## src/cal_pkg.sv

```systemverilog
package cal_pkg;

    // Operation-mode codes.
    localparam logic [2:0] MODE_NORMAL  = 3'h0;
    localparam logic [2:0] MODE_SELF    = 3'h1;
    localparam logic [2:0] MODE_SYS_OFS = 3'h2;
    localparam logic [2:0] MODE_SYS_FS  = 3'h3;
    localparam logic [2:0] MODE_PSEUDO  = 3'h4;
    localparam logic [2:0] MODE_BACKGND = 3'h5;

    // Conversion-period counts.
    localparam logic [2:0] CAL_PERIODS       = 3'h3;
    localparam logic [2:0] CAL_PERIODS_SLAVE = 3'h4;
    localparam logic [2:0] FILL_PERIODS      = 3'h3;
    localparam logic [2:0] SYS_FILL_PERIODS  = 3'h1;

    // Default conversion period in core clocks.
    localparam int unsigned CONV_PERIOD_CLKS = 16;

    // Sampling capacitor source selection.
    typedef enum logic [1:0] {
        CAP_INPUT   = 2'h0,
        CAP_SHORTED = 2'h1,
        CAP_REF     = 2'h2
    } cap_sel_e;

    // Sequencer states.
    typedef enum logic [2:0] {
        ST_NORMAL  = 3'h0,
        ST_WAIT    = 3'h1,
        ST_OFFSET  = 3'h2,
        ST_GAIN    = 3'h3,
        ST_FILL    = 3'h4
    } seq_state_e;

    // Calibration result pair.
    typedef struct packed {
        logic [23:0] offset;
        logic [23:0] fullscale;
    } cal_pair_s;

endpackage

```

## src/adc_calibration_sequencer.sv

```systemverilog
`timescale 1ns/10ps
`default_nettype none

// Function
// - Mode 001 starts self-calibration at the next conversion cycle start.
// - Self-cal offset phase shorts capacitor inputs for three periods, four in slave.
// - Self-cal then connects reference and runs full-scale for three periods.
// - Self and pseudo calibration end clear mode to 000, reconnect input.
// - Self-cal then fills filter three cycles, data-ready low on fourth.
// - Data-ready stays high through every calibration sequence except background, which asserts it as each gain phase and each later offset phase starts.
// - Mode 010 runs system offset calibration from next conversion cycle.
// - System offset and pseudo offset use the input, three periods, four slave.
// - After system offset or full-scale: clear mode, one conversion high, then low.
// - Mode 011 runs system full-scale on input, three periods, four slave.
// - Mode 100 runs pseudo system calibration: offset on input, then gain.
// - Pseudo calibration gain phase uses reference for three periods.
// - After pseudo calibration, three fill cycles high, then data-ready low.
// - Mode 101 enters background calibration until host writes another code.
// - Background: shorted offset three periods, reconnect, fill three, assert.
// - Background: gain on reference three, refill three, assert, repeat.
// - Background mode delivers valid data at one sixth of normal rate.
// - Results are held in offset and full-scale registers readable by host.
// - Host may write calibration registers; written values replace device results.
module adc_calibration_sequencer
    import cal_pkg::*;
#(
    parameter int unsigned CONV_CLKS = CONV_PERIOD_CLKS
)
(
    // Clock and reset.
    input  wire logic        i_core_clk,
    input  wire logic        i_reset,
    // Host mode write.
    input  wire logic        i_mode_we,
    input  wire logic [2:0]  i_mode_wdata,
    input  wire logic        i_slave_mode,
    input  wire logic [2:0]  i_oversample_rate_setting,
    // Host calibration register access.
    input  wire logic        i_host_ofs_we,
    input  wire logic        i_host_fs_we,
    input  wire logic [23:0] i_host_cal_data,
    // Modulator result feed.
    input  wire logic [23:0] i_conv_result,
    // Status and control outputs.
    output logic [2:0]       o_mode,
    output logic             o_result_valid_n,
    output logic [1:0]       o_cap_sel,
    output logic             o_calibrating,
    output logic [47:0]      o_cal_regs
);

    ////////////////////////////////////////////////////////////////////////////
    // State.

    localparam int CW = $clog2(CONV_CLKS + 1);

    typedef struct packed {
        logic [CW-1:0] clk_cnt;
        seq_state_e    state;
        logic [2:0]    mode;
        logic [2:0]    run_mode;
        logic [2:0]    per_cnt;
        logic [2:0]    per_tgt;
        logic          first_bg;
        logic          gain_next;
        logic          valid_n;
        cap_sel_e      cap;
        logic          ofs_cap;
        logic          fs_cap;
        logic          calib;
    } seq_s;

    seq_s s_q;
    seq_s s_d;
    logic conv_start;

    // Offset period count, longer in slave mode outside background.
    function automatic logic [2:0] ofs_len(input logic slave, input logic bg_first);
        ofs_len = (slave && !bg_first) ? CAL_PERIODS_SLAVE : CAL_PERIODS;
    endfunction

    ////////////////////////////////////////////////////////////////////////////
    // Next-state logic.

    assign conv_start = (s_q.clk_cnt == CW'(CONV_CLKS - 1));

    always_comb begin
        s_d = s_q;
        s_d.ofs_cap = 1'b0;
        s_d.fs_cap = 1'b0;
        s_d.clk_cnt = conv_start ? '0 : s_q.clk_cnt + CW'(1);
        if (i_mode_we) begin
            s_d.mode = i_mode_wdata;
        end
        if (conv_start) begin
            s_d.valid_n = 1'b1;
            s_d.per_cnt = s_q.per_cnt + 3'h1;
            case (s_q.state)
                ST_NORMAL: begin
                    s_d.valid_n = 1'b0;
                    if (s_q.mode != MODE_NORMAL && s_q.mode <= MODE_BACKGND) begin
                        s_d.valid_n = 1'b1;
                        s_d.run_mode = s_q.mode;
                        s_d.per_cnt = 3'h1;
                        s_d.first_bg = 1'b1;
                        s_d.gain_next = 1'b0;
                        if (s_q.mode == MODE_SYS_FS) begin
                            s_d.state = ST_GAIN;
                            s_d.cap = CAP_INPUT;
                            s_d.per_tgt = ofs_len(i_slave_mode, 1'b0);
                        end else begin
                            s_d.state = ST_OFFSET;
                            s_d.per_tgt = ofs_len(i_slave_mode,
                                                  s_q.mode == MODE_BACKGND);
                            s_d.cap = (s_q.mode == MODE_SYS_OFS || s_q.mode == MODE_PSEUDO)
                                      ? CAP_INPUT : CAP_SHORTED;
                        end
                    end
                end
                ST_OFFSET: begin
                    if (s_q.per_cnt == s_q.per_tgt) begin
                        s_d.ofs_cap = 1'b1;
                        s_d.per_cnt = 3'h1;
                        if (s_q.run_mode == MODE_SYS_OFS) begin
                            s_d.mode = MODE_NORMAL;
                            s_d.state = ST_FILL;
                            s_d.per_tgt = SYS_FILL_PERIODS;
                        end else if (s_q.run_mode == MODE_BACKGND) begin
                            s_d.cap = CAP_INPUT;
                            s_d.state = ST_FILL;
                            s_d.per_tgt = FILL_PERIODS;
                            s_d.gain_next = 1'b1;
                            s_d.first_bg = 1'b0;
                        end else begin
                            s_d.cap = CAP_REF;
                            s_d.state = ST_GAIN;
                            s_d.per_tgt = CAL_PERIODS;
                        end
                    end
                end
                ST_GAIN: begin
                    if (s_q.per_cnt == s_q.per_tgt) begin
                        s_d.fs_cap = 1'b1;
                        s_d.per_cnt = 3'h1;
                        s_d.cap = CAP_INPUT;
                        s_d.state = ST_FILL;
                        if (s_q.run_mode == MODE_SYS_FS) begin
                            s_d.mode = MODE_NORMAL;
                            s_d.per_tgt = SYS_FILL_PERIODS;
                        end else begin
                            s_d.per_tgt = FILL_PERIODS;
                            s_d.gain_next = 1'b0;
                            if (s_q.run_mode != MODE_BACKGND) begin
                                s_d.mode = MODE_NORMAL;
                            end
                        end
                    end
                end
                ST_FILL: begin
                    if (s_q.per_cnt == s_q.per_tgt) begin
                        s_d.valid_n = 1'b0;
                        s_d.per_cnt = 3'h1;
                        if (s_q.run_mode == MODE_BACKGND) begin
                            s_d.state = s_q.gain_next ? ST_GAIN : ST_OFFSET;
                            s_d.cap = s_q.gain_next ? CAP_REF : CAP_SHORTED;
                            s_d.per_tgt = CAL_PERIODS;
                        end else begin
                            s_d.state = ST_NORMAL;
                            s_d.run_mode = MODE_NORMAL;
                        end
                    end
                end
                default: begin
                    s_d.state = ST_NORMAL;
                end
            endcase
        end
        // Leaving background acts last, so a write on a boundary still aborts.
        if (i_mode_we && i_mode_wdata != MODE_BACKGND && s_q.run_mode == MODE_BACKGND) begin
            s_d.state = ST_NORMAL;
            s_d.cap = CAP_INPUT;
            s_d.run_mode = MODE_NORMAL;
        end
        // The calibrating flag is registered together with the state.
        s_d.calib = (s_d.state == ST_OFFSET) || (s_d.state == ST_GAIN);
    end

    ////////////////////////////////////////////////////////////////////////////
    // State register.

    always_ff @(posedge i_core_clk) begin
        if (i_reset) begin
            s_q <= '{clk_cnt: '0, state: ST_NORMAL, mode: MODE_NORMAL,
                     run_mode: MODE_NORMAL, per_cnt: 3'h0, per_tgt: 3'h0,
                     first_bg: 1'b0, gain_next: 1'b0, valid_n: 1'b1,
                     cap: CAP_INPUT, ofs_cap: 1'b0, fs_cap: 1'b0, calib: 1'b0};
        end else begin
            s_q <= s_d;
        end
    end

    ////////////////////////////////////////////////////////////////////////////
    // Calibration registers.

    cal_reg_pair u_regs (
        .i_core_clk    (i_core_clk),
        .i_reset       (i_reset),
        .i_ofs_capture (s_q.ofs_cap),
        .i_fs_capture  (s_q.fs_cap),
        .i_result      (i_conv_result),
        .i_host_ofs_we (i_host_ofs_we),
        .i_host_fs_we  (i_host_fs_we),
        .i_host_data   (i_host_cal_data),
        .o_regs        (o_cal_regs)
    );

    // Outputs straight from the state register.
    assign o_mode           = s_q.mode;
    assign o_result_valid_n = s_q.valid_n;
    assign o_cap_sel        = s_q.cap;
    assign o_calibrating    = s_q.calib;

    ////////////////////////////////////////////////////////////////////////////
    // Checks.

    property p_cal_high;
        @(posedge i_core_clk) disable iff (i_reset)
            ((s_q.state == ST_OFFSET || s_q.state == ST_GAIN) &&
             (s_q.run_mode != MODE_BACKGND || s_q.per_cnt != 3'h1)) |-> o_result_valid_n;
    endproperty
    a_cal_high: assert property (p_cal_high) else $error("data-ready low in cal");

    property p_short_in_self;
        @(posedge i_core_clk) disable iff (i_reset)
            (s_q.state == ST_OFFSET && s_q.run_mode == MODE_SELF) |-> o_cap_sel == CAP_SHORTED;
    endproperty
    a_short_in_self: assert property (p_short_in_self) else $error("self offset not shorted");

    property p_gain_ref;
        @(posedge i_core_clk) disable iff (i_reset)
            (s_q.state == ST_GAIN && s_q.run_mode != MODE_SYS_FS) |-> o_cap_sel == CAP_REF;
    endproperty
    a_gain_ref: assert property (p_gain_ref) else $error("gain not on reference");

    property p_start_self;
        @(posedge i_core_clk) disable iff (i_reset)
            (conv_start && s_q.state == ST_NORMAL && s_q.mode == MODE_SELF && !i_mode_we)
            |=> s_q.state == ST_OFFSET;
    endproperty
    a_start_self: assert property (p_start_self) else $error("self cal not started");

    property p_normal_valid;
        @(posedge i_core_clk) disable iff (i_reset)
            (conv_start && s_q.state == ST_NORMAL && s_q.mode == MODE_NORMAL && !i_mode_we)
            |=> !o_result_valid_n;
    endproperty
    a_normal_valid: assert property (p_normal_valid) else $error("no valid in normal");

    property p_fill_input;
        @(posedge i_core_clk) disable iff (i_reset)
            s_q.state == ST_FILL |-> o_cap_sel == CAP_INPUT;
    endproperty
    a_fill_input: assert property (p_fill_input) else $error("fill not on input");

    property p_mode_clear;
        @(posedge i_core_clk) disable iff (i_reset)
            ($rose(s_q.state == ST_FILL) && s_q.run_mode != MODE_BACKGND && !$past(i_mode_we))
            |-> o_mode == MODE_NORMAL;
    endproperty
    a_mode_clear: assert property (p_mode_clear) else $error("mode not cleared");

    property p_bg_stays;
        @(posedge i_core_clk) disable iff (i_reset)
            (s_q.run_mode == MODE_BACKGND && !i_mode_we) |=> o_mode == MODE_BACKGND;
    endproperty
    a_bg_stays: assert property (p_bg_stays) else $error("background mode left");

    property p_fill_high;
        @(posedge i_core_clk) disable iff (i_reset)
            s_q.state == ST_FILL |-> o_result_valid_n;
    endproperty
    a_fill_high: assert property (p_fill_high) else $error("data-ready low in fill");

    property p_bg_short;
        @(posedge i_core_clk) disable iff (i_reset)
            (s_q.state == ST_OFFSET && s_q.run_mode == MODE_BACKGND)
            |-> o_cap_sel == CAP_SHORTED;
    endproperty
    a_bg_short: assert property (p_bg_short) else $error("bg offset not shorted");

    property p_sys_in;
        @(posedge i_core_clk) disable iff (i_reset)
            (s_q.state == ST_OFFSET &&
             (s_q.run_mode == MODE_SYS_OFS || s_q.run_mode == MODE_PSEUDO))
            |-> o_cap_sel == CAP_INPUT;
    endproperty
    a_sys_in: assert property (p_sys_in) else $error("offset not on input");

    property p_fs_in;
        @(posedge i_core_clk) disable iff (i_reset)
            (s_q.state == ST_GAIN && s_q.run_mode == MODE_SYS_FS)
            |-> o_cap_sel == CAP_INPUT;
    endproperty
    a_fs_in: assert property (p_fs_in) else $error("full-scale not on input");

    property p_per_bound;
        @(posedge i_core_clk) disable iff (i_reset)
            s_q.state != ST_NORMAL |-> s_q.per_cnt <= s_q.per_tgt;
    endproperty
    a_per_bound: assert property (p_per_bound) else $error("period count overrun");

    property p_valid_steady;
        @(posedge i_core_clk) disable iff (i_reset)
            !conv_start |=> $stable(o_result_valid_n);
    endproperty
    a_valid_steady: assert property (p_valid_steady) else $error("ready moved mid-period");

    property p_ofs_load;
        @(posedge i_core_clk) disable iff (i_reset)
            (s_q.ofs_cap && !i_host_ofs_we)
            |=> o_cal_regs[47:24] == $past(i_conv_result);
    endproperty
    a_ofs_load: assert property (p_ofs_load) else $error("offset result not held");

    property p_host_fs;
        @(posedge i_core_clk) disable iff (i_reset)
            i_host_fs_we
            |=> o_cal_regs[23:0] == $past(i_host_cal_data);
    endproperty
    a_host_fs: assert property (p_host_fs) else $error("host full-scale not loaded");

    property p_bg_gain;
        @(posedge i_core_clk) disable iff (i_reset)
            ($fell(o_result_valid_n) && s_q.run_mode == MODE_BACKGND)
            |-> o_calibrating;
    endproperty
    a_bg_gain: assert property (p_bg_gain) else $error("no cal with bg valid data");

    property p_start_bg;
        @(posedge i_core_clk) disable iff (i_reset)
            (conv_start && s_q.state == ST_NORMAL && s_q.mode == MODE_BACKGND)
            |=> (s_q.state == ST_OFFSET && s_q.run_mode == MODE_BACKGND);
    endproperty
    a_start_bg: assert property (p_start_bg) else $error("background not started");

endmodule

`default_nettype wire

```

## src/cal_reg_pair.sv

```systemverilog
`timescale 1ns/10ps
`default_nettype none

// Holds offset and full-scale results; host writes override device results.
module cal_reg_pair
    import cal_pkg::*;
(
    // Clock and reset.
    input  wire logic        i_core_clk,
    input  wire logic        i_reset,
    // Device result capture.
    input  wire logic        i_ofs_capture,
    input  wire logic        i_fs_capture,
    input  wire logic [23:0] i_result,
    // Host access.
    input  wire logic        i_host_ofs_we,
    input  wire logic        i_host_fs_we,
    input  wire logic [23:0] i_host_data,
    output logic      [47:0] o_regs
);

    cal_pair_s regs_q;
    cal_pair_s regs_d;

    // Host writes take priority, so loaded values replace computed ones.
    always_comb begin
        regs_d = regs_q;
        if (i_host_ofs_we) begin
            regs_d.offset = i_host_data;
        end else if (i_ofs_capture) begin
            regs_d.offset = i_result;
        end
        if (i_host_fs_we) begin
            regs_d.fullscale = i_host_data;
        end else if (i_fs_capture) begin
            regs_d.fullscale = i_result;
        end
    end

    // Register the pair.
    always_ff @(posedge i_core_clk) begin
        if (i_reset) begin
            regs_q <= '0;
        end else begin
            regs_q <= regs_d;
        end
    end

    // Read data comes from the register.
    assign o_regs = regs_q;

endmodule

`default_nettype wire

```

## config.mk

```make
export PLATFORM = sky130hd
export DESIGN_NAME = adc_calibration_sequencer
export DESIGN_NICKNAME = d
export VERILOG_FILES = /design/src/cal_pkg.sv /design/src/adc_calibration_sequencer.sv /design/src/cal_reg_pair.sv
export SDC_FILE = /design/constraint.sdc
export NUM_CORES = 1
export LEC_CHECK = 0
export ABC_AREA = 1
export ABC_CLOCK_PERIOD_IN_PS = 3750
export BUFFER_PORTS_ARGS = -buffer_cell sky130_fd_sc_hd__buf_4
export CAP_MARGIN = 25
export CELL_PAD_IN_SITES_DETAIL_PLACEMENT = 2
export CELL_PAD_IN_SITES_GLOBAL_PLACEMENT = 2
export CORE_MARGIN = 2
export CORE_UTILIZATION = 30
export DETAILED_ROUTE_END_ITERATION = 10
export HOLD_SLACK_MARGIN = 0.12
export MAX_ROUTING_LAYER = met4
export PLACE_DENSITY = 0.88
export SETUP_SLACK_MARGIN = 0.4
export SKIP_CTS_REPAIR_TIMING = 1
export SYNTH_ARGS = -nofsm -noshare
export SYNTH_HDL_FRONTEND = slang
export SYNTH_SLANG_ARGS = --single-unit
```

## constraint.sdc

```tcl
create_clock -name i_core_clk -period 3.75 [get_ports i_core_clk]
set_input_delay 0 -clock i_core_clk [delete_from_list [all_inputs] [get_ports i_core_clk]]
set_output_delay 0 -clock i_core_clk [all_outputs]
set_load 0.01 [all_outputs]
```

## Word-level counts from Yosys, hierarchy flattened

Cells that the tools add are included.

| cells by class | value |
|---|---|
| add/sub/neg operators | 2 |
| multiply operators | 0 |
| divide/modulo/power cells | 0 |
| magnitude comparators | 1 |
| eq/ne operators | 25 |
| shift operators | 0 |
| mux-type cells | 54 |
| bitwise logic cells | 3 |
| reductions and logical operators | 24 |

Operators with widths:

| cell | count |
|---|---|
| two-way mux 24 bit | 4 |
| two-way mux 3 bit | 16 |
| == test 3 x 2 -> 1 bit (second input constant) | 8 |
| one-hot mux 6 bit (4 select lines) | 1 |
| two-way mux 22 bit | 1 |
| two-way mux 2 bit | 10 |
| two-way mux 6 bit | 3 |
| != test 2 bit (second input constant) | 9 |
| AND reduction 8 bit | 2 |
| two-way mux 14 bit | 1 |
| == test 3 bit (second input constant) | 4 |
| one-hot mux 3 bit (2 select lines) | 2 |
| one-hot mux 3 bit (4 select lines) | 1 |
| two-way mux 1 bit | 9 |
| two-way mux 9 bit | 1 |
| two-way mux 8 bit | 1 |
| one-hot mux 2 bit (4 select lines) | 1 |
| nonzero test 2 bit | 4 |
| AND reduction 7 bit | 1 |
| != test 3 bit (second input constant) | 2 |
| AND reduction 6 bit | 1 |
| nonzero test 3 bit | 2 |
| OR reduction 3 bit | 2 |
| adder 5 x 1 -> 5 bit (second input constant) | 1 |
| 14 further kinds | 22 |

| storage, ports and cells | value |
|---|---|
| flip-flop bits (word level) | 76 |
| bits in latches | 0 |
| RAM bits | 0 |
| bits in read-only memories | 0 |
| output and inout port bits | 55 |
| memories | 0 |

## Logic depth before layout (Yosys ltp)

| logic depth | value |
|---|---|
| depth after elaboration | 11 |
| gate-level depth with buffers | 13 |
| depth with buffers taken out | 13 |

## Hierarchy

Synthesis repeated with hierarchy kept, for this count alone.

| unflattened totals | value |
|---|---|
| cells, all modules | 617 |
| area, all modules | 4070.2 µm² |

Modules (own cells, without submodules):

| module | instances | cells an instance | area each (µm²) |
|---|---|---|---|
| cal_reg_pair | 1 | 389 | 2508.7 |
| adc_calibration_sequencer | 1 | 228 | 1561.5 |

## Worst setup path before layout

No wires, ideal clock.

| timing | value |
|---|---|
| path kind | register -> register |
| start point | reg s_q[23] (netlist bit) |
| end point | reg s_q, in the netlist o_cap_sel[0] |
| setup time | 0.113 ns |
| data arrival time | 1.462 ns |
| slack | 2.175 ns |
| stages on the path, launching flop included | 12 |
| path buffers | 0 |
| path through | dfxtp_1 ha_1 nand2_1 nor2_1 ha_1 inv_1 a21oi_2 nand2_1 nor2_4 o21ai_2 o21ai_1 nor2_1 |

| on the way | value |
|---|---|
| cells in the longest elaborated chain, start to end | 2 |

RTL lines:

| item | line | RTL |
|---|---|---|
| from (decl) | adc_calibration_sequencer.sv:73 | `seq_s s_q;` |
| from (signal assigned) | adc_calibration_sequencer.sv:193 | `s_q <= '{clk_cnt: '0, state: ST_NORMAL, mode: MODE_NORMAL,` |
| == test 5 x 4 -> 1 bit | adc_calibration_sequencer.sv:85 | `assign conv_start = (s_q.clk_cnt == CW'(CONV_CLKS - 1));` |
| AND reduction 8 bit (no line) | - |  |

No other way between the ends.
A chain may end at the register's enable or synchronous reset.

## Final worst setup path

| timing | value |
|---|---|
| start point | reg s_q[1] (netlist bit) |
| end point | reg u_regs.regs_q, in the netlist u_regs.o_regs[0] |

| on the way | value |
|---|---|
| cells in the longest elaborated chain, start to end | 1 |

RTL lines:

| item | line | RTL |
|---|---|---|
| nonzero test 2 bit (no line) | - |  |
| to (signal assigned) | cal_reg_pair.sv:45 | `regs_q <= regs_d;` |
| to (decl) | cal_reg_pair.sv:22 | `cal_pair_s regs_q;` |

No other way between the ends.

==> impl_metrics.json <==
{
  "status": "completed",
  "grt-ovfl-total": 0,
  "die_h_um": 110,
  "drive_above_1_share_pct": 24.6,
  "yosys.area.top_type_share_pct": 44.7,
  "rows": 38,
  "yosysUniqueCellTypes": 34,
  "design_area_um2": 5300,
  "cts-root-buf": "clkbuf_8",
  "max_slew_margin_pct": 25.0,
  "crit_chain": "inv_1, nand2_1, o221ai_1, a21oi_1, dlygate4sd3_1",
  "synth_area_um2": 3360,
  "synth_area_leaders": "dfxtp_1 (45%), o221ai_1 (13%), nand2_1 (6.4%)",
  "setup-violations-final": 0,
  "yosysSeqAreaShare_pct": 44.7,
  "cp_slowest_cell": "nand2_1",
  "globalplace.congestion": 0.859,
  "clk_path_buf_depth": 2,
  "holdCritPathClass": "input pin to register",
  "wirelength_um": 20400,
  "r2r_cells": 5,
  "combPwrFrac_pct": 19.8,
  "via_per_inst": 5.72,
  "drc": 0,
  "synth-seq-cells": 75,
  "clkTransAtPathRegs_ns": 0.10,
  "final_hold_viol_count": 0,
  "first_global_vias": 3986,
  "timing.final.crit_share_pct": 75.7,
  "wire_per_inst_um": 27.3,
  "die_area_um2": 12100,
  "via_count": 4274,
  "tritoncts": "built",
  "syn-instance-count": 421,
  "die_x_um": 110,
  "worst_slew_pin_slew_ns": 1.12,
  "antenna_found_initial": 1,
  "switching_power_uw": 610,
  "worstPathRequired_ns": 4.08,
  "slew_violations": 0,
  "start_util_pct": 30.8,
  "synthFlopType": "dfxtp_1",
  "period_minus_slack_ns": 2.84,
  "holdPathStages": 4,
  "rsz0062_at_grt": "false",
  "track_usage_pct": 23.0,
  "fin_skew_ns": 0.0219,
  "top_usage_layer": "met2",
  "grt_pass1_wl_um": 20500,
  "port_buffers": 111,
  "placed_cell_area_um2": 4330,
  "clk_latency_ns": 0.38,
  "cts.sinks": 75,
  "fill_cells": 1180,
  "netSwitchingFraction_pct": 32.2,
  "synth_area_per_cell_um2": 7.97,
  "p_leak_uw": 0.00242,
  "core_um2": 10900,
  "timing_worst_setup_path_type": "register to register",
  "clock.fmax_mhz": 352,
  "slowest_delay_ns": 0.77,
  "drt-pass1-iter-count": 6,
  "internal_power_uw": 1280,
  "io_pins": 115,
  "dp_cells": 651,
  "yosysWarnings": 0,
  "synth_edf_count": 0,
  "num-nets-final": 664,
  "clockPowerShare_pct": 34.0,
  "use_met1_pct": 24.5,
  "maxCapViolations": 0,
  "drtAntennaViolNets": 0,
  "hpwl_um": 10100,
  "critical_path_arrival_ns": 3.17,
  "worstSetupStartpointType": "register",
  "finalCoreUtilization_pct": 48.7,
  "stdcell_count": 747,
  "grt_max_degree": 33,
  "syn_to_final_growth_pct": 57.9,
  "yosysTopAreaCell": "dfxtp_1",
  "critPathCaptureType": "register",
  "pwr-share-seq_pct": 46.2,
  "numCtsBuffers": 9,
  "synth-async-reset-ratio_pct": 0,
  "drt_iter0_drc": 324,
  "cellPowerDensity_nw_per_um2": 357,
  "ir_drop_uv": 188,
  "path_max_fanout": 24,
  "timing.setup.tns_ns": 0,
  "use_met2_pct": 40.8,
  "synth_nets": 484,
  "htreeDepth": 3,
  "use_met3_pct": 5.28
}
## worst paths after layout
kind / end / startpoint / slack [ns]
worst min register to register: o_result_valid_n / o_result_valid_n / 0.49
worst max-delay path: u_regs.o_regs[0] / s_q[1] / 0.91
worst max register to register: u_regs.o_regs[0] / s_q[1] / 0.91
worst min-delay path: o_mode[2] / i_mode_we / 0.15
## cell usage after synthesis (2+ instances only)
master	instances
dfxtp_1	75
nand2_1	57
inv_1	55
o221ai_1	48
a21oi_1	37
nor2_1	35
a31oi_1	23
clkbuf_1	15
nand3_1	12
o21ai_0	9
buf_4	5
inv_2	5
nor2_4	4
buf_1	3
buf_2	3
ha_1	3
nand2_2	3
nand4_1	3
nor3b_1	3
o2111ai_1	3
o21ai_1	3
o22ai_1	3
clkinv_1	2
nor3_1	2
## registers in the layout, summed over array words and instances, names as in the netlist
| register | count |
|---|---|
| o_result_valid_n | 1 |
| u_regs.o_regs | 48 |
| s_q | 20 |
| o_calibrating | 1 |
| o_mode | 3 |
| o_cap_sel | 2 |
## stage by stage
step | hold WS, ns | worst slack [ns] | total power, µW
2_1_floorplan | 0.0691 | 2.17 | 989
3_3_place_gp | 0.213 | 1.17 | 1120
3_5_place_dp | 0.237 | 1.33 | 1150
4_1_cts | -0.156 | 1.31 | 1740
5_1_grt | 0.177 | 0.819 | 1940
6_report | 0.154 | 0.911 | 1890
## per-layer routing
metal	routed length [µm]	vias up	share of wire (%)
met5	0	-	0
met4	704	0	3.4
met3	1180	65	5.8
met2	10000	201	49
met1	8510	2173	42
li1	-	1835	-
## cell usage in the layout (no fill, tap or decap), types with 2 or more instances in the layout
cell type	count
o21ai_0	9
o22ai_1	3
nand3_1	12
clkbuf_8	10
buf_4	113
nand4_1	3
o21ai_1	3
a21oi_1	37
o2111ai_1	3
nor2_1	35
nor3_1	2
dlygate4sd3_1	79
o221ai_1	48
inv_2	5
clkinv_1	2
dfxtp_1	75
ha_1	3
inv_1	55
buf_16	2
a31oi_1	23
nor3b_1	3
clkinvlp_4	4
nand2_1	57
nand2_2	3
nor2_4	4
## power groups by stage
stage               clock (µW)  sequential, µW  combinational, µW
finish                     644             876                375
global route               666             877                394
CTS                        607             864                266
detailed placement           0             882                265
global placement             0             878                241
floorplan                    0             893               96.4
## final cells by class
cell class	instances	area (µm²)	area share [%]
antenna	1	2.50	0.0472
clock buffer	11	141	2.67
clock inverter	5	38.8	0.732
inverter	62	233	4.39
multi-input combinational	258	1500	28.4
sequential	75	1500	28.3
tap	140	175	3.31
timing repair buffer	195	1710	32.2
## cells by family (layout without fill, tap and decap cells)
group | after synthesis | in the layout | synth area share [%]
other cells | 0 | 1 | 0
simple gates | 122 | 122 | 16.2
xor+xnor | 1 | 1 | 0.485
fa+ha+maj | 3 | 3 | 1.12
buf+inv | 88 | 273 | 10.5
flops | 75 | 75 | 44.7
compound gates | 132 | 132 | 26.9
## worst max-delay path: cells and delay by family, from the launching register on
kind | cells | cell delay [ns]
AND/OR/NAND/NOR | 1 | 0.77
buffers and inverters | 2 | 0.76
AO/OA/AOI/OAI | 2 | 0.57
flip-flops | 1 | 0.68
No activity file was read; power rests on OpenSTA's default activity.
